### src/cilc_pkg.sv
// shared constants, types and scrambler step of the conditional-invert line codec
package cilc_pkg;
  localparam int              FRAME_BITS     = 20;
  localparam logic [4:0]      LAST_BIT       = 5'h13;
  localparam logic [4:0]      HALF_ONES      = 5'h0A;
  localparam logic [4:0]      FRAME_ONES     = 5'h14;
  localparam logic [7:0]      FRAME_DISP     = 8'h14;
  localparam logic [7:0]      DISP_RESET     = 8'h00;
  localparam logic [1:0]      DIV1_LAST      = 2'h0;
  localparam logic [1:0]      DIV2_LAST      = 2'h1;
  localparam logic [1:0]      DIV4_LAST      = 2'h3;
  localparam logic [1:0]      RANGE_DIV2     = 2'h1;
  localparam logic [1:0]      RANGE_DIV4     = 2'h2;
  localparam logic [1:0]      RANGE_TEST     = 2'h3;
  // coding fields held as c0 c1 c2 c3, c0 in the msb
  localparam logic [3:0]      CF_DATA_F0     = 4'hD;
  localparam logic [3:0]      CF_DATA_F1     = 4'hB;
  localparam logic [3:0]      CF_DATA_INV_F0 = 4'h2;
  localparam logic [3:0]      CF_DATA_INV_F1 = 4'h4;
  localparam logic [3:0]      CF_CTRL_F0     = 4'h3;
  localparam logic [3:0]      CF_CTRL_F1     = 4'h5;
  localparam logic [3:0]      CF_CTRL_INV_F0 = 4'hC;
  localparam logic [3:0]      CF_CTRL_INV_F1 = 4'hA;
  // centre bits held as {w7, w8}
  localparam logic [1:0]      MID_CTRL_TRUE  = 2'h1;
  localparam logic [1:0]      MID_CTRL_INV   = 2'h2;
  // word fields with w0 in bit 0
  localparam logic [15:0]     IDLE_A_FIELD   = 16'h01FF;
  localparam logic [15:0]     IDLE_B_FIELD   = 16'h007F;
  localparam int              SCR_W          = 7;
  localparam logic [SCR_W-1:0] SCR_SEED      = 7'h7F;
  localparam logic [3:0]      LOCK_LAST_EDGE = 4'h7;
  localparam logic [7:0]      ADDR_CTRL      = 8'h00;
  localparam logic [7:0]      ADDR_STATUS    = 8'h04;
  localparam logic [7:0]      CTRL_RESET     = 8'h00;
  localparam int              CTRL_ENH       = 0;
  localparam int              CTRL_UFLAG     = 1;
  localparam int              CTRL_EXTCLK    = 2;
  localparam int              CTRL_TXR_LSB   = 4;
  localparam int              CTRL_RXR_LSB   = 6;
  localparam int              ST_LOCKED      = 0;
  localparam int              ST_ACC_SIGN    = 1;
  localparam int              ST_DATA        = 2;
  localparam int              ST_CTRL        = 3;
  localparam int              ST_ERR         = 4;

  typedef enum logic {
    CILC_LK_FREQ  = 1'b0,
    CILC_LK_PHASE = 1'b1
  } cilc_lock_t;

  function automatic logic [SCR_W-1:0] cilc_scr_next(input logic [SCR_W-1:0] s);
    cilc_scr_next = {s[SCR_W-2:0], s[6] ^ s[5]};
  endfunction : cilc_scr_next
endpackage : cilc_pkg

### src/cilc_sync2.sv
// two-flop synchroniser for pins from outside the system clock
module cilc_sync2 #(
  parameter int WIDTH = 1
) (
  input  wire logic             clk_sys_in,
  input  wire logic             reset_in,
  input  wire logic [WIDTH-1:0] async_in,
  output logic      [WIDTH-1:0] sync_out
);
  logic [WIDTH-1:0] meta;

  always_ff @(posedge clk_sys_in) begin
    if (reset_in) begin
      meta     <= '0;
      sync_out <= '0;
    end else begin
      meta     <= async_in;
      sync_out <= meta;
    end
  end
endmodule : cilc_sync2

### src/cilc_range_div.sv
// range divider turning source ticks into serial bit ticks
module cilc_range_div (
  input  wire logic clk_sys_in,
  input  wire logic reset_in,
  input  wire logic src_tick_in,
  input  wire logic div_four_in,
  input  wire logic div_two_in,
  input  wire logic realign_in,
  output logic      tick_out
);
  logic [1:0] count;
  // divide by four wins over divide by two
  wire logic [1:0] last_count = div_four_in ? cilc_pkg::DIV4_LAST
                              : (div_two_in ? cilc_pkg::DIV2_LAST : cilc_pkg::DIV1_LAST);
  wire logic       at_last    = (count == last_count);

  assign tick_out = src_tick_in && at_last;

  always_ff @(posedge clk_sys_in) begin
    if (reset_in || realign_in) begin
      count <= 2'h0;
    end else if (src_tick_in) begin
      count <= at_last ? 2'h0 : count + 2'h1;
    end
  end
endmodule : cilc_range_div

### src/cilc_codec.sv
// line codec top: apb control, encoder, serialiser, deserialiser and decoder
// Overview of operation
// inputs and qualifiers are captured at the internal word-rate strobe.
// each word is a 16-bit word field then a 4-bit coding field.
// enhanced data coding 1101/0010 with flag 0, 1011/0100 with flag 1.
// control word splits payload around w7/w8 forced 01 true, 10 inverted.
// idle A is nine ones then seven zeros, idle B seven then nine.
// idle A when accumulated sign low, idle B when it is high.
// invert the word when its sign equals the accumulated sign.
// idle words are never inverted.
// user flag on and enhanced off: odd/even bit follows the extra input.
// user flag off: odd/even bit toggles on each data word.
// enhanced mode scrambles the flag; user sees it for data words only.
// enhanced mode scrambles and descrambles word bit w0.
// both ends use the same seeded scrambler sequence, one step per word.
// serial bit clock derives from the local oscillator in normal mode.
// external serial clock select takes the word clock pin as serial clock.
// transmit range divides by 1, 2 or 4 (upper bit set gives 4).
// receive range 11 selects the test serial clock, else divide 1, 2, 4.
// lock to the reference first, only then track the incoming bits.
// word type comes from the coding field plus centre bits w7 and w8.
// inverted data and control words are inverted back.
// control payload is realigned onto output bits 0 to 13.
// data and control indicators; idle shows all three indicators low.
// error when c1c2 is 00 or 11, or 1100 with w7 low or w7w8 11.
// idle words are sent when neither data nor control valid is high.
// bits go out w0 first through w15, then c0 through c3.
// without enhanced mode control and idle carry no flag, 0011 or 1100.
//
// Local design decisions: the register offsets and the APB slave port.
module cilc_codec (
  input  wire logic        clk_sys_in,
  input  wire logic        reset_in,
  input  wire logic [7:0]  paddr_in,
  input  wire logic        psel_in,
  input  wire logic        penable_in,
  input  wire logic        pwrite_in,
  input  wire logic [31:0] pwdata_in,
  output logic      [31:0] prdata_out,
  output logic             pready_out,
  output logic             pslverr_out,
  input  wire logic [15:0] tx_data_in,
  input  wire logic        tx_data_word_valid_in,
  input  wire logic        tx_control_word_valid_in,
  input  wire logic        tx_extra_bit_in,
  input  wire logic        tx_word_clock_in,
  output logic             tx_word_strobe_out,
  output logic             serial_line_out,
  input  wire logic        serial_line_in,
  input  wire logic        local_reference_clock_in,
  input  wire logic        rx_test_serial_clock_in,
  output logic      [15:0] rx_data_out,
  output logic             rx_flag_out,
  output logic             rx_data_word_flag_out,
  output logic             rx_control_word_flag_out,
  output logic             rx_code_error_flag_out,
  output logic             rx_word_strobe_out,
  output logic             rx_locked_out
);

  // control register fields
  logic [7:0] ctrl;
  wire logic       enhanced_simplex_enable = ctrl[cilc_pkg::CTRL_ENH];
  wire logic       tx_user_flag_enable     = ctrl[cilc_pkg::CTRL_UFLAG];
  wire logic       ext_serial_clock_select = ctrl[cilc_pkg::CTRL_EXTCLK];
  wire logic [1:0] tx_range_select         = ctrl[cilc_pkg::CTRL_TXR_LSB +: 2];
  wire logic [1:0] rx_range_select         = ctrl[cilc_pkg::CTRL_RXR_LSB +: 2];

  // pins: 0 word clock, 1 test clock, 2 reference clock, 3 serial line
  logic [3:0] pins_sync;
  logic [3:0] pins_prev;
  cilc_sync2 #(.WIDTH(4)) u_pin_sync (
    .clk_sys_in (clk_sys_in),
    .reset_in   (reset_in),
    .async_in   ({serial_line_in, local_reference_clock_in, rx_test_serial_clock_in, tx_word_clock_in}),
    .sync_out   (pins_sync)
  );
  wire logic tx_ext_rise  = pins_sync[0] && !pins_prev[0];
  wire logic rx_test_rise = pins_sync[1] && !pins_prev[1];
  wire logic rx_ref_rise  = pins_sync[2] && !pins_prev[2];
  wire logic rx_line      = pins_sync[3];
  wire logic rx_line_edge = pins_sync[3] ^ pins_prev[3];

  always_ff @(posedge clk_sys_in) begin
    if (reset_in) begin
      pins_prev <= '0;
    end else begin
      pins_prev <= pins_sync;
    end
  end

  // transmit bit timing; external clock mode only sees pin edges, so it is slow
  logic tx_bit_tick;
  wire logic tx_src_tick = ext_serial_clock_select ? tx_ext_rise : 1'b1;
  cilc_range_div u_tx_div (
    .clk_sys_in  (clk_sys_in),
    .reset_in    (reset_in),
    .src_tick_in (tx_src_tick),
    .div_four_in (tx_range_select[1]),
    .div_two_in  (tx_range_select[0]),
    .realign_in  (1'b0),
    .tick_out    (tx_bit_tick)
  );

  logic [4:0]  tx_bit_count;
  logic [19:0] tx_shift;
  logic [7:0]  tx_disp;
  logic [6:0]  tx_scr;
  logic        tx_toggle;
  logic        tx_last_idle;
  logic        tx_last_invert;

  // no strobe while reset holds the encoder, so nothing outside sees a load that never happens
  wire logic tx_load     = tx_bit_tick && (tx_bit_count == cilc_pkg::LAST_BIT) && !reset_in;
  // data valid wins if both qualifiers are high
  wire logic tx_sel_data = tx_data_word_valid_in;
  wire logic tx_sel_ctrl = !tx_data_word_valid_in && tx_control_word_valid_in;
  wire logic tx_sel_idle = !tx_data_word_valid_in && !tx_control_word_valid_in;

  wire logic accumulated_sign = !tx_disp[7] && (tx_disp != cilc_pkg::DISP_RESET);
  wire logic tx_flag_plain = tx_user_flag_enable ? tx_extra_bit_in : tx_toggle;
  wire logic tx_flag_raw   = tx_sel_data && tx_flag_plain;
  wire logic tx_flag       = enhanced_simplex_enable ? (tx_flag_raw ^ tx_scr[0]) : tx_flag_raw;

  wire logic [15:0] tx_ctrl_field = {tx_data_in[13:7], cilc_pkg::MID_CTRL_TRUE[0],
                                     cilc_pkg::MID_CTRL_TRUE[1], tx_data_in[6:0]};
  wire logic [15:0] tx_idle_field = accumulated_sign ? cilc_pkg::IDLE_B_FIELD : cilc_pkg::IDLE_A_FIELD;
  wire logic [15:0] tx_field_plain = tx_sel_data ? tx_data_in : (tx_sel_ctrl ? tx_ctrl_field : tx_idle_field);
  wire logic [15:0] tx_field = {tx_field_plain[15:1],
                                tx_field_plain[0] ^ (enhanced_simplex_enable && tx_scr[1])};
  wire logic [3:0]  tx_cf = tx_sel_data ? (tx_flag ? cilc_pkg::CF_DATA_F1 : cilc_pkg::CF_DATA_F0)
                          : (tx_flag ? cilc_pkg::CF_CTRL_F1 : cilc_pkg::CF_CTRL_F0);
  wire logic [19:0] tx_true = {tx_cf[0], tx_cf[1], tx_cf[2], tx_cf[3], tx_field};

  wire logic [4:0]  tx_ones      = 5'($countones(tx_true));
  wire logic        tx_word_sign = tx_ones > cilc_pkg::HALF_ONES;
  wire logic        tx_invert    = !tx_sel_idle && (tx_word_sign == accumulated_sign);
  wire logic [19:0] tx_sent      = tx_invert ? ~tx_true : tx_true;
  wire logic [4:0]  tx_ones_sent = tx_invert ? (cilc_pkg::FRAME_ONES - tx_ones) : tx_ones;
  // running disparity, ones minus zeros; stays small because every word corrects it
  wire logic [7:0]  next_tx_disp = tx_disp + {2'h0, tx_ones_sent, 1'b0} - cilc_pkg::FRAME_DISP;

  always_ff @(posedge clk_sys_in) begin
    if (reset_in) begin
      tx_bit_count   <= cilc_pkg::LAST_BIT;
      tx_shift       <= '0;
      tx_disp        <= cilc_pkg::DISP_RESET;
      tx_scr         <= cilc_pkg::SCR_SEED;
      tx_toggle      <= 1'b0;
      tx_last_idle   <= 1'b1;
      tx_last_invert <= 1'b0;
    end else if (tx_load) begin
      tx_bit_count   <= 5'h00;
      tx_shift       <= tx_sent;
      tx_disp        <= next_tx_disp;
      tx_scr         <= cilc_pkg::cilc_scr_next(tx_scr);
      tx_toggle      <= tx_toggle ^ (tx_sel_data && !tx_user_flag_enable);
      tx_last_idle   <= tx_sel_idle;
      tx_last_invert <= tx_invert;
    end else if (tx_bit_tick) begin
      tx_bit_count   <= tx_bit_count + 5'h01;
      tx_shift       <= {1'b0, tx_shift[19:1]};
    end
  end

  assign serial_line_out    = tx_shift[0];
  assign tx_word_strobe_out = tx_load;

  // receive lock: frequency first, phase tracking only once locked
  cilc_pkg::cilc_lock_t rx_lock_state;
  cilc_pkg::cilc_lock_t next_rx_lock_state;
  logic [3:0] rx_ref_count;
  wire logic rx_locked = (rx_lock_state == cilc_pkg::CILC_LK_PHASE);

  always_comb begin
    case (rx_lock_state)
      cilc_pkg::CILC_LK_FREQ: begin
        next_rx_lock_state = (rx_ref_rise && rx_ref_count == cilc_pkg::LOCK_LAST_EDGE)
                           ? cilc_pkg::CILC_LK_PHASE : cilc_pkg::CILC_LK_FREQ;
      end
      cilc_pkg::CILC_LK_PHASE: begin
        next_rx_lock_state = cilc_pkg::CILC_LK_PHASE;
      end
      default: begin
        next_rx_lock_state = cilc_pkg::CILC_LK_FREQ;
      end
    endcase
  end

  always_ff @(posedge clk_sys_in) begin
    if (reset_in) begin
      rx_lock_state <= cilc_pkg::CILC_LK_FREQ;
      rx_ref_count  <= 4'h0;
    end else begin
      rx_lock_state <= next_rx_lock_state;
      rx_ref_count  <= (rx_ref_rise && !rx_locked) ? rx_ref_count + 4'h1 : rx_ref_count;
    end
  end

  // receive bit timing; line edges re-centre the divider once locked
  logic rx_bit_tick;
  wire logic rx_src_tick = (rx_range_select == cilc_pkg::RANGE_TEST) ? rx_test_rise : 1'b1;
  cilc_range_div u_rx_div (
    .clk_sys_in  (clk_sys_in),
    .reset_in    (reset_in),
    .src_tick_in (rx_src_tick),
    .div_four_in (rx_range_select == cilc_pkg::RANGE_DIV4),
    .div_two_in  (rx_range_select == cilc_pkg::RANGE_DIV2),
    .realign_in  (rx_locked && rx_line_edge),
    .tick_out    (rx_bit_tick)
  );
  wire logic rx_sample = rx_bit_tick && rx_locked;

  // deserialiser; word boundary is the first bit sampled after lock
  logic [19:0] rx_shift;
  logic [4:0]  rx_bit_count;
  logic [6:0]  rx_scr;
  wire logic [19:0] rx_frame     = {rx_line, rx_shift[19:1]};
  wire logic        rx_word_done = rx_sample && (rx_bit_count == cilc_pkg::LAST_BIT);

  // coding field decode
  wire logic [3:0] rx_cf  = {rx_frame[16], rx_frame[17], rx_frame[18], rx_frame[19]};
  wire logic [1:0] rx_mid = {rx_frame[7], rx_frame[8]};
  wire logic rx_bad_c12   = (rx_cf[2] == rx_cf[1]);
  wire logic rx_cf_true0  = (rx_cf == cilc_pkg::CF_CTRL_F0);
  wire logic rx_cf_true1  = enhanced_simplex_enable && (rx_cf == cilc_pkg::CF_CTRL_F1);
  wire logic rx_cf_inv0   = (rx_cf == cilc_pkg::CF_CTRL_INV_F0);
  wire logic rx_cf_inv1   = enhanced_simplex_enable && (rx_cf == cilc_pkg::CF_CTRL_INV_F1);
  wire logic rx_data_inv  = (rx_cf == cilc_pkg::CF_DATA_INV_F0) || (rx_cf == cilc_pkg::CF_DATA_INV_F1);
  wire logic rx_is_data   = rx_data_inv || (rx_cf == cilc_pkg::CF_DATA_F0) || (rx_cf == cilc_pkg::CF_DATA_F1);
  wire logic rx_ctrl_true = (rx_cf_true0 || rx_cf_true1) && (rx_mid == cilc_pkg::MID_CTRL_TRUE);
  wire logic rx_ctrl_inv  = (rx_cf_inv0 || rx_cf_inv1) && (rx_mid == cilc_pkg::MID_CTRL_INV);
  wire logic rx_is_ctrl   = rx_ctrl_true || rx_ctrl_inv;
  wire logic rx_is_idle   = (rx_cf_true0 || rx_cf_true1) && !rx_ctrl_true;
  wire logic rx_is_err    = !rx_is_data && !rx_is_ctrl && !rx_is_idle;
  wire logic rx_inverted  = rx_data_inv || rx_ctrl_inv;
  wire logic rx_flag_line = (rx_cf == cilc_pkg::CF_DATA_F1) || (rx_cf == cilc_pkg::CF_DATA_INV_F1);
  wire logic rx_flag      = enhanced_simplex_enable ? (rx_flag_line ^ rx_scr[0]) : rx_flag_line;

  // word field decode
  wire logic [15:0] rx_field_raw = rx_inverted ? ~rx_frame[15:0] : rx_frame[15:0];
  wire logic [15:0] rx_field = {rx_field_raw[15:1],
                                rx_field_raw[0] ^ (enhanced_simplex_enable && rx_scr[1])};
  wire logic [15:0] rx_ctrl_word = {2'h0, rx_field[15:9], rx_field[6:0]};
  wire logic [15:0] rx_word_out  = rx_is_data ? rx_field : (rx_is_ctrl ? rx_ctrl_word : 16'h0000);

  always_ff @(posedge clk_sys_in) begin
    if (reset_in) begin
      rx_shift     <= '0;
      rx_bit_count <= 5'h00;
    end else if (rx_sample) begin
      rx_shift     <= rx_frame;
      rx_bit_count <= rx_word_done ? 5'h00 : rx_bit_count + 5'h01;
    end
  end

  always_ff @(posedge clk_sys_in) begin
    if (reset_in) begin
      rx_scr                   <= cilc_pkg::SCR_SEED;
      rx_data_out              <= 16'h0000;
      rx_flag_out              <= 1'b0;
      rx_data_word_flag_out    <= 1'b0;
      rx_control_word_flag_out <= 1'b0;
      rx_code_error_flag_out   <= 1'b0;
    end else if (rx_word_done) begin
      rx_scr                   <= cilc_pkg::cilc_scr_next(rx_scr);
      rx_data_out              <= rx_word_out;
      rx_flag_out              <= rx_is_data && rx_flag;
      rx_data_word_flag_out    <= rx_is_data;
      rx_control_word_flag_out <= rx_is_ctrl;
      rx_code_error_flag_out   <= rx_is_err;
    end
  end

  always_ff @(posedge clk_sys_in) begin
    if (reset_in) begin
      rx_word_strobe_out <= 1'b0;
      rx_locked_out      <= 1'b0;
    end else begin
      rx_word_strobe_out <= rx_word_done;
      rx_locked_out      <= rx_locked;
    end
  end

  // apb slave: zero wait states, read data captured in the setup cycle
  logic [31:0] status_word;
  wire logic apb_setup  = psel_in && !penable_in;
  wire logic apb_access = psel_in && penable_in;
  wire logic hit_ctrl   = (paddr_in == cilc_pkg::ADDR_CTRL);
  wire logic hit_status = (paddr_in == cilc_pkg::ADDR_STATUS);
  wire logic [31:0] read_word = hit_ctrl ? {24'h000000, ctrl} : (hit_status ? status_word : 32'h00000000);

  always_comb begin
    status_word = 32'h00000000;
    status_word[cilc_pkg::ST_LOCKED]   = rx_locked;
    status_word[cilc_pkg::ST_ACC_SIGN] = accumulated_sign;
    status_word[cilc_pkg::ST_DATA]     = rx_data_word_flag_out;
    status_word[cilc_pkg::ST_CTRL]     = rx_control_word_flag_out;
    status_word[cilc_pkg::ST_ERR]      = rx_code_error_flag_out;
  end

  assign pready_out  = 1'b1;
  assign pslverr_out = apb_access && !hit_ctrl && !hit_status;

  always_ff @(posedge clk_sys_in) begin
    if (reset_in) begin
      ctrl       <= cilc_pkg::CTRL_RESET;
      prdata_out <= 32'h00000000;
    end else begin
      if (apb_access && pwrite_in && hit_ctrl) begin
        ctrl <= pwdata_in[7:0];
      end
      if (apb_setup && !pwrite_in) begin
        prdata_out <= read_word;
      end
    end
  end
endmodule : cilc_codec

### config.mk
export PLATFORM = sky130hd
export DESIGN_NAME = cilc_codec
export DESIGN_NICKNAME = d
export VERILOG_FILES = /design/src/cilc_pkg.sv /design/src/cilc_sync2.sv /design/src/cilc_range_div.sv /design/src/cilc_codec.sv
export SDC_FILE = /design/constraint.sdc
export NUM_CORES = 1
export LEC_CHECK = 0
export BUFFER_PORTS_ARGS = -buffer_cell sky130_fd_sc_hd__buf_2
export CAP_MARGIN = 20
export CORE_ASPECT_RATIO = 0.8
export CORE_MARGIN = 2
export CORE_UTILIZATION = 50
export DETAILED_ROUTE_END_ITERATION = 8
export HOLD_SLACK_MARGIN = 0.05
export PLACE_DENSITY = 0.73
export RECOVER_POWER = 25
export SLEW_MARGIN = 20
export SYNTH_ARGS = -nofsm -noshare
export SYNTH_HDL_FRONTEND = slang
export SYNTH_SLANG_ARGS = --single-unit
### constraint.sdc
create_clock -name clk_sys_in -period 12.8 [get_ports clk_sys_in]
set_clock_uncertainty 0.1 [all_clocks]
set_input_delay 2.56 -clock clk_sys_in [delete_from_list [all_inputs] [get_ports clk_sys_in]]
set_output_delay 2.56 -clock clk_sys_in [all_outputs]
set_load 0.01 [all_outputs]
==> flow_summary_export.csv, run 1 <==
group,metric,value,unit
drt,ant_nets,0,
logic_synthesis,avgSynthCellArea,8.52,um2
drt,routed_via_density,5.27,
global_route,grt_max_degree,68,
global_route,overflow,0,
placed_design,gp_congestion,0.841,
global_route,grt_pass1_wl,24000,um
logic_synthesis,synth-seq-cells,130,
die,row_count,38,
cts,numCtsBuffers,17,
placed_design,io_buffer_count,76,
cts,cts_resized,0,
cts,cts_tree,"yes",
pwr,vdd_drop_max,0.000595,V
cells_and_area,layout-drive-gt1-share,11.6,%
sta,final.setup.tns,0,ns
min_path,hold_path_class,"flip-flop to flip-flop",
sta,timing.hold.ws,0.337,ns
cells_and_area,most-common-layout-cells,"139 x nand2_1, 130 x dfxtp_1, 54 x a21oi_1",
outcome,status,"complete, no violations",
drt,vias,5627,
logic_synthesis,ys_seq_area_share,37.6,%
drt,wl,14500,um
cts,clkSlewWorstSetupHoldPaths,0.06,ns
cells_and_area,multiInputGateArea,3920,um2
cts,clk_latency,0.41,ns
logic_synthesis,synth_area,6930,um2
cts,cts_hold_buf,0,
logic_synthesis,synth_flop_cell,"dfxtp_1",
critical_path,cpPeakStageDelay,0.55,ns
cts,cts_root_buffer,"clkbuf_16",
sta,fin_crit,10.17,ns
sta,fmax,0.0983,GHz
cells_and_area,design_area,7840,um2
cts,post_cts_buffers,0,
pwr,fin_total_pwr,2.78,mW
critical_path,worst-path-max-fanout,17,
logic_synthesis,synth_edf_count,0,
logic_synthesis,yosys_warnings,0,
logic_synthesis,synth_cell_types,68,
critical_path,cp_num_buf_inv,4,
placed_design,place_area,7320,um2
critical_path,critPathRequiredTime,13.02,ns
global_route,antenna_found_initial,0,
cells_and_area,layoutNonFillerInstCount,1068,
run,maxCapViolations,0,
sta,hold_viol,0,
pwr,pwr_density_cell,354,nW/um2
die,io-pin-count,126,
drt,drt_first_iter_violations,451,
die,die_y,109,um
die,dieWidth,136,um
drt,route.detailed.drc,0,
cells_and_area,regArea,2600,um2
sta,rsz0062_at_grt,"false",
critical_path,critPathArrivalTime,10.40,ns
critical_path,path_delay_family,"adder cells",
global_route,grt_pass1_vias,4951,
critical_path,cp_common_cell,"fa_1",
logic_synthesis,netlist_instances,813,
cts,clk_path_buf_depth,2,
critical_path,critPathCaptureType,"flip-flop",
logic_synthesis,ys_async_sr_fraction,0,%
pwr,leakage,3.30,nW
sta,relSlewSlack,23.8,%
global_route,grt_usage,20.3,%
cells_and_area,area_delta_synth_final,13.2,%
cells_and_area,nets,982,
cells_and_area,fillCellCount,1256,
cells_and_area,final_common_cell,"nand2_1",
sta,setup_viol,0,
critical_path,critPathKind,"primary input to flip-flop",
cells_and_area,diodes,0,
die,placeableCoreArea,13600,um2
placed_design,dp_hpwl,10200,um
placed_design,placed_cells,1036,
sta,tightest_slew,1.14,ns
critical_path,start_kind,"primary input",
sta,slew_viol_final,0,
cts,cts_sinks,130,
drt,dr.pass1.iters,5,
die,start_util,51.1,%
cts,htreeDepth,4,
sta,timing.final.crit_share,79.5,%
drt,wire_per_inst,13.6,um
critical_path,cp_slowest_cell,"fa_1",
die,die_area,14800,um2
[metrics by stage]
step	worst slack, ns	util (%)
after floorplan	3.19	-
after global placement	2.51	54.0
after detailed placement	2.50	54.0
after CTS	2.89	58.1
after global routing	2.13	57.8
final	2.63	57.8
[logic make-up after synthesis]
family | share of synthesized area (%)
and+or+nand+nor | 21.0
AOI/OAI and AO/OA | 14.2
DFF | 37.6
buffers and inverters | 7.10
xor gates and xnor gates | 8.98
adders and majority gates | 8.45
muxes | 2.53
other | 0.108
[sequential cells by signal, summed over array words and instances, names as in the netlist, 5 cells and up]
| name | count |
|---|---|
| prdata_out | 8 |
| rx_data_out | 16 |
| tx_scr | 7 |
| rx_bit_count | 5 |
| rx_shift | 19 |
| tx_bit_count | 5 |
| rx_scr | 7 |
| tx_shift | 20 |
| ctrl | 8 |
| tx_disp | 7 |
[per-layer routing]
metal | part of all wire, % | wire (um) | global-route usage, % | up-vias
met5 | 0 | 0 | 0 | -
met4 | 0.61 | 89 | 4.61 | 0
met3 | 6.2 | 908 | 4.88 | 9
met2 | 43 | 6190 | 30.0 | 138
met1 | 51 | 7340 | 29.8 | 2655
li1 | - | - | - | 2825
[Yosys cell counts (6+ instances only)]
library cell / n / share of area (%)
a211oi_1: 11 / 1.2
o221ai_1: 6 / 0.76
nand4_1: 6 / 0.54
fa_1: 13 / 3.8
xnor2_1: 24 / 3.0
clkbuf_1: 28 / 1.5
nand2b_1: 8 / 0.72
dfxtp_1: 130 / 38
xor2_1: 33 / 4.2
nor2_1: 45 / 2.4
a21o_1: 8 / 0.87
or3_1: 10 / 0.90
and3_1: 11 / 0.99
ha_1: 26 / 4.7
inv_1: 38 / 2.1
o21ai_0: 42 / 3.0
a21oi_1: 54 / 3.9
o211ai_1: 6 / 0.65
nand3_1: 28 / 2.0
nand2_1: 139 / 7.5
mux2i_1: 13 / 1.9
nor2b_1: 20 / 1.8
buf_4: 25 / 2.7
nor3_1: 16 / 1.2
and2_1: 8 / 0.72
[tightest hold or removal path, stage by stage (launching register included)]
cell and delay (ns):
dfxtp_1 0.30, inv_1 0.06, nor2_1 0.03
[report_power, final]
part | switching (mW) | total (mW) | internal [mW]
Combinational | 0.985 | 1.83 | 0.849
Sequential | 0.0323 | 0.492 | 0.460
Clock | 0.178 | 0.451 | 0.272
Total | 1.20 | 2.78 | 1.58
[area by class of cell]
class | count | area share [%]
clock buffers | 20 | 5.70
multi-input cells | 605 | 50.0
inverters | 39 | 1.87
well taps | 180 | 2.87
clock inverters | 12 | 1.37
flip-flops and latches | 130 | 33.2
repair buffers | 82 | 4.95
[final timing paths]
kind / start / cells after the start / endpoint / slack [ns]
worst max-delay path: tx_data_word_valid_in / 28 / tx_disp[7] / 2.63
worst min-delay path: u_pin_sync.sync_out[1] / 2 / pins_prev[1] / 0.34
worst max register to register: tx_disp[7] / 30 / tx_disp[7] / 4.46
worst min register to register: u_pin_sync.sync_out[1] / 2 / pins_prev[1] / 0.34
Power figures use the tool's default switching activity.
==> run 2: changes to the inputs <==
==> constraint.sdc (replaced) <==
create_clock -name clk_sys_in -period 9.8 [get_ports clk_sys_in]
set_clock_uncertainty 0.1 [all_clocks]
set_input_delay 1.96 -clock clk_sys_in [delete_from_list [all_inputs] [get_ports clk_sys_in]]
set_output_delay 1.96 -clock clk_sys_in [all_outputs]
set_load 0.01 [all_outputs]
==> flow_summary_export.csv, run 2 (same netlist as run 1, synthesis figures left out) <==
group,metric,value,unit
cells_and_area,reg_top3,"tx_shift (20), rx_shift (19), rx_data_out (16)",
drt,ant_nets,0,
die,die_area,14800,um2
global_route,grt_pass1_wl,24500,um
cts,clk_latency,0.41,ns
critical_path,critPathKind,"primary input to flip-flop",
cells_and_area,nets,985,
critical_path,critPathCaptureType,"flip-flop",
cts,clkSlewWorstSetupHoldPaths,0.06,ns
die,start_util,51.1,%
placed_design,place_area,7340,um2
cts,cts_sinks,130,
pwr,vdd_drop_max,0.000771,V
cts,cts_resized,0,
drt,routed_via_density,5.22,
die,placeableCoreArea,13600,um2
cells_and_area,final_common_cell,"nand2_1",
cells_and_area,area_delta_synth_final,13.8,%
cts,cts_root_buffer,"clkbuf_16",
cts,cts_tree,"yes",
cells_and_area,diodes,0,
drt,route.detailed.drc,0,
cts,cts_hold_buf,0,
sta,setup_viol,0,
cells_and_area,largest_reg_flops,20,
placed_design,io_buffer_count,76,
critical_path,critPathRequiredTime,9.90,ns
pwr,pwr_density_cell,468,nW/um2
placed_design,dp_hpwl,10400,um
drt,wire_per_inst,13.8,um
critical_path,worst-path-max-fanout,10,
placed_design,gp_congestion,0.839,
cells_and_area,most-common-layout-cells,"139 x nand2_1, 130 x dfxtp_1, 54 x a21oi_1",
drt,vias,5588,
cells_and_area,regMostFlops,"tx_shift",
global_route,grt_pass1_vias,4989,
drt,dr.pass1.iters,5,
die,io-pin-count,126,
critical_path,critPathArrivalTime,9.13,ns
sta,tightest_slew,2.23,ns
die,row_count,38,
die,dieWidth,136,um
global_route,overflow,0,
cts,htreeDepth,4,
sta,hold_viol,0,
cts,clk_path_buf_depth,2,
sta,rsz0062_at_grt,"false",
pwr,leakage,3.34,nW
drt,wl,14800,um
sta,timing.final.crit_share,92.1,%
outcome,violations,"capacitance limit, slew limit",
global_route,grt_max_degree,52,
cts,post_cts_buffers,0,
die,die_y,109,um
drt,drt_first_iter_violations,438,
outcome,status,"complete, but fails checks",
cells_and_area,layout-drive-gt1-share,12.4,%
cells_and_area,design_area,7880,um2
cts,numCtsBuffers,17,
min_path,hold_path_class,"flip-flop to flip-flop",
sta,relSlewSlack,-48.4,%
sta,fin_crit,9.03,ns
global_route,antenna_found_initial,0,
global_route,grt_usage,20.8,%
sta,fmax,0.111,GHz
sta,final.setup.tns,0,ns
critical_path,start_kind,"primary input",
sta,slew_viol_final,93,
run,maxCapViolations,2,
run 2: worst max-delay path, stage by stage:
cell and delay (ns):
buf_2 0.14, or2_2 0.35, o21ai_0 0.36, fa_1 0.49, fa_1 0.49, inv_1 0.05, fa_1 0.52, fa_1 0.57
fa_1 0.57, inv_1 0.04, ha_1 0.22, fa_1 0.52, ha_1 0.22, nand2b_1 0.14, a22oi_2 0.23, nand2_2 0.11
a22oi_4 0.26, nor2_1 0.08, xor2_1 0.15, ha_1 0.33, inv_1 0.05, ha_1 0.28, a21o_1 0.18, a21o_1 0.19
a21o_1 0.18, a21oi_1 0.20, xnor2_1 0.14, a211oi_1 0.08
run 2: per-layer routing:
metal	wire (um)	global-route usage [%]	vias up	share of wire, %
li1	-	-	2830	-
met1	7420	30.4	2605	50
met2	6430	31.1	134	43
met3	808	4.56	19	5.5
met4	157	5.58	0	1.1
met5	0	0	-	0
run 2: path summary, 6_finish.rpt:
path | from | end | slack, ns | cells past startpoint
max reg2reg | tx_disp[7] | tx_disp[7] | 1.65 | 30
min | u_pin_sync.meta[2] | u_pin_sync.sync_out[2] | 0.34 | 1
max | tx_control_word_valid_in | tx_disp[7] | 0.77 | 28
min reg2reg | u_pin_sync.meta[2] | u_pin_sync.sync_out[2] | 0.34 | 1
run 2: per-stage QoR:
stage | total power [mW] | worst slack, ns | utilization, % | instances | hold slack [ns]
6_report | 3.69 | 0.774 | 58.2 | 1070 | 0.335
3_5_place_dp | 3.07 | 0.433 | 54.2 | 1039 | 0.323
4_1_cts | 3.71 | 0.823 | 58.4 | 1070 | 0.338
3_3_place_gp | 3.02 | 0.512 | 54.2 | 1039 | 0.318
2_1_floorplan | 2.67 | 0.786 | - | 836 | 0.314
5_1_grt | 4.05 | 0.342 | 58.2 | 1070 | 0.364
run 2: final cells by class:
class	count	area [um2]
fill	1270	5670
multi-input combinational	605	3920
sequential	130	2600
clock buffer	19	443
timing repair buffer	85	410
tap	180	225
inverter	39	146
clock inverter	12	134
run 2: report_power, final:
part           leakage, nW  switching, mW  internal [mW]  total [mW]
Clock                0.280          0.232          0.380       0.613
Combinational         2.00           1.30           1.13        2.44
Sequential            1.06         0.0430          0.601       0.644
==> run 3: changes to the inputs <==
--- a/config.mk
+++ b/config.mk
@@ -5,11 +5,13 @@
 export SDC_FILE = /design/constraint.sdc
 export NUM_CORES = 1
 export LEC_CHECK = 0
+export ABC_AREA = 1
 export BUFFER_PORTS_ARGS = -buffer_cell sky130_fd_sc_hd__buf_2
 export CAP_MARGIN = 20
 export CORE_ASPECT_RATIO = 0.8
 export CORE_MARGIN = 2
 export CORE_UTILIZATION = 50
+export CTS_CLUSTER_SIZE = 25
 export DETAILED_ROUTE_END_ITERATION = 8
 export HOLD_SLACK_MARGIN = 0.05
 export PLACE_DENSITY = 0.73
==> constraint.sdc (replaced) <==
create_clock -name clk_sys_in -period 8.7 [get_ports clk_sys_in]
set_clock_uncertainty 0.1 [all_clocks]
set_input_delay 1.74 -clock clk_sys_in [delete_from_list [all_inputs] [get_ports clk_sys_in]]
set_output_delay 1.74 -clock clk_sys_in [all_outputs]
set_load 0.01 [all_outputs]
==> flow_summary_export.csv, run 3 <==
group,metric,value,unit
cells_and_area,regMostFlops,"tx_shift",
cells_and_area,final_util,58.1,%
die,row_count,38,
logic_synthesis,ys_async_sr_fraction,0,%
die,placeableCoreArea,13700,um2
sta,postLayoutSetupSlackWorst,0.580,ns
sta,fin_crit,8.12,ns
die,io-pin-count,126,
cts,clk_path_buf_depth,2,
cts,clkSlewWorstSetupHoldPaths,0.06,ns
critical_path,cpPeakStageDelay,0.54,ns
critical_path,critPathArrivalTime,8.29,ns
global_route,grt_usage,21.5,%
drt,vias,5989,
cts,cts_sinks,130,
drt,routed_via_density,5.07,
placed_design,place_area,7410,um2
drt,wl,15600,um
global_route,grt_pass1_vias,5281,
logic_synthesis,avgSynthCellArea,7.65,um2
sta,tightest_slew,1.41,ns
critical_path,critPathCaptureType,"flip-flop",
critical_path,cp_common_cell,"fa_1",
cts,cts_root_buffer,"clkbuf_16",
die,dieWidth,137,um
critical_path,critPathKind,"primary input to flip-flop",
logic_synthesis,synth_flop_cell,"dfxtp_1",
pwr,leakage,3.79,nW
logic_synthesis,synth_largest_area_cell,"dfxtp_1",
placed_design,placed_cells,1150,
critical_path,worst-path-max-fanout,7,
global_route,overflow,0,
min_path,hold_path_class,"flip-flop to flip-flop",
outcome,status,"complete, no violations",
logic_synthesis,synth_edf_count,0,
drt,drt_first_iter_violations,499,
die,start_util,51.5,%
pwr,pwr_density_cell,424,nW/um2
critical_path,start_kind,"primary input",
cells_and_area,largest_reg_flops,20,
logic_synthesis,yosysMostFrequentCell,"nand2_1",
logic_synthesis,synth_common_cells,"147 x nand2_1, 136 x inv_1, 130 x dfxtp_1",
cells_and_area,area_delta_synth_final,12.7,%
cts,cts_resized,0,
cells_and_area,layoutNonFillerInstCount,1182,
sta,slew_viol_final,0,
logic_synthesis,ys_seq_area_share,36.9,%
placed_design,gp_congestion,0.866,
sta,timing.final.crit_share,93.3,%
cells_and_area,fillCellCount,1272,
logic_synthesis,yosys_warnings,0,
sta,rsz0062_at_grt,"false",
cts,cts_tree,"yes",
sta,timing.hold.ws,0.303,ns
cts,numCtsBuffers,17,
global_route,grt_pass1_wl,25800,um
cts,post_cts_buffers,0,
pwr,vdd_drop_max,0.000450,V
cells_and_area,nets,1096,
cells_and_area,reg_top3,"tx_shift (20), rx_shift (19), rx_data_out (16)",
cells_and_area,diodes,0,
cells_and_area,most-common-layout-cells,"147 x nand2_1, 136 x inv_1, 130 x dfxtp_1",
global_route,grt_max_degree,73,
critical_path,cp_slowest_cell,"fa_1",
die,die_area,15100,um2
run,maxCapViolations,0,
sta,fmax,0.123,GHz
cells_and_area,final_common_cell,"nand2_1",
drt,route.detailed.drc,0,
cts,clk_latency,0.41,ns
logic_synthesis,synth_area,7060,um2
sta,hold_viol,0,
logic_synthesis,synth_cell_types,48,
logic_synthesis,yosys-top-cells-area,"dfxtp_1 37%, nand2_1 7.8%, inv_1 7.2%",
drt,dr.pass1.iters,5,
cts,cts_hold_buf,0,
sta,relSlewSlack,6.22,%
drt,ant_nets,0,
placed_design,pre_cts_ws,0.184,ns
logic_synthesis,netlist_instances,922,
cells_and_area,design_area,7950,um2
die,die_y,110,um
cells_and_area,layout-drive-gt1-share,13.6,%
pwr,fin_total_pwr,3.37,mW
drt,wire_per_inst,13.2,um
global_route,antenna_found_initial,0,
sta,setup_viol,0,
sta,final.setup.tns,0,ns
logic_synthesis,synth-seq-cells,130,
placed_design,io_buffer_count,76,
logic_synthesis,synth_top_area_share,36.9,%
placed_design,dp_hpwl,11000,um
cts,htreeDepth,4,
critical_path,critPathRequiredTime,8.87,ns
## run 3: final timing paths
check                                            from                     end  slack [ns]  depth (start not counted)
worst max-delay path            tx_data_word_valid_in              tx_disp[7]        0.58                         30
worst max register to register             tx_disp[7]              tx_disp[7]        1.36                         34
worst min register to register     u_pin_sync.meta[2]  u_pin_sync.sync_out[2]        0.30                          2
worst min-delay path               u_pin_sync.meta[2]  u_pin_sync.sync_out[2]        0.30                          2
## run 3: cell families (layout without fill, tap and decap cells)
| group | Yosys count | count (layout) | synth area share, % |
|---|---|---|---|
| buffers and inverters | 207 | 264 | 13.8 |
| other | 2 | 25 | 0.106 |
| AOI/OAI and AO/OA | 186 | 186 | 14.7 |
| xor gates and xnor gates | 33 | 33 | 4.20 |
| adders and majority gates | 39 | 39 | 8.30 |
| DFF | 130 | 130 | 36.9 |
| and+or+nand+nor | 325 | 325 | 22.0 |
## run 3: cell type report
cell class | instances | area [um2] | share of cell area [%]
well taps | 180 | 225 | 2.83
inverters | 145 | 549 | 6.91
clock buffers | 17 | 425 | 5.35
flip-flops and latches | 130 | 2600 | 32.7
repair buffers | 87 | 438 | 5.51
multi-input cells | 608 | 3550 | 44.7
clock inverters | 15 | 158 | 1.98
## run 3: worst max-delay path, delay by kind of cell
family / cells / cell delay [ns]
xor gates and xnor gates: 2 / 0.30
adders and majority gates: 10 / 4.10
AOI/OAI and AO/OA: 5 / 0.76
buffers and inverters: 5 / 0.51
and+or+nand+nor: 8 / 0.87
## run 3: layer usage
metal	global-route usage [%]	part of all wire, %	vias to the layer above
li1	-	-	3081
met3	3.66	5.9	13
met2	31.5	42	178
met1	32.6	51	2717
met5	0	0	-
met4	5.96	0.87	0
## run 3: report_power, final
group	internal (mW)	switching [mW]	leakage [nW]
Clock	0.406	0.300	0.282
Combinational	0.810	1.18	2.45
Sequential	0.650	0.0267	1.06
Total	1.87	1.51	3.79
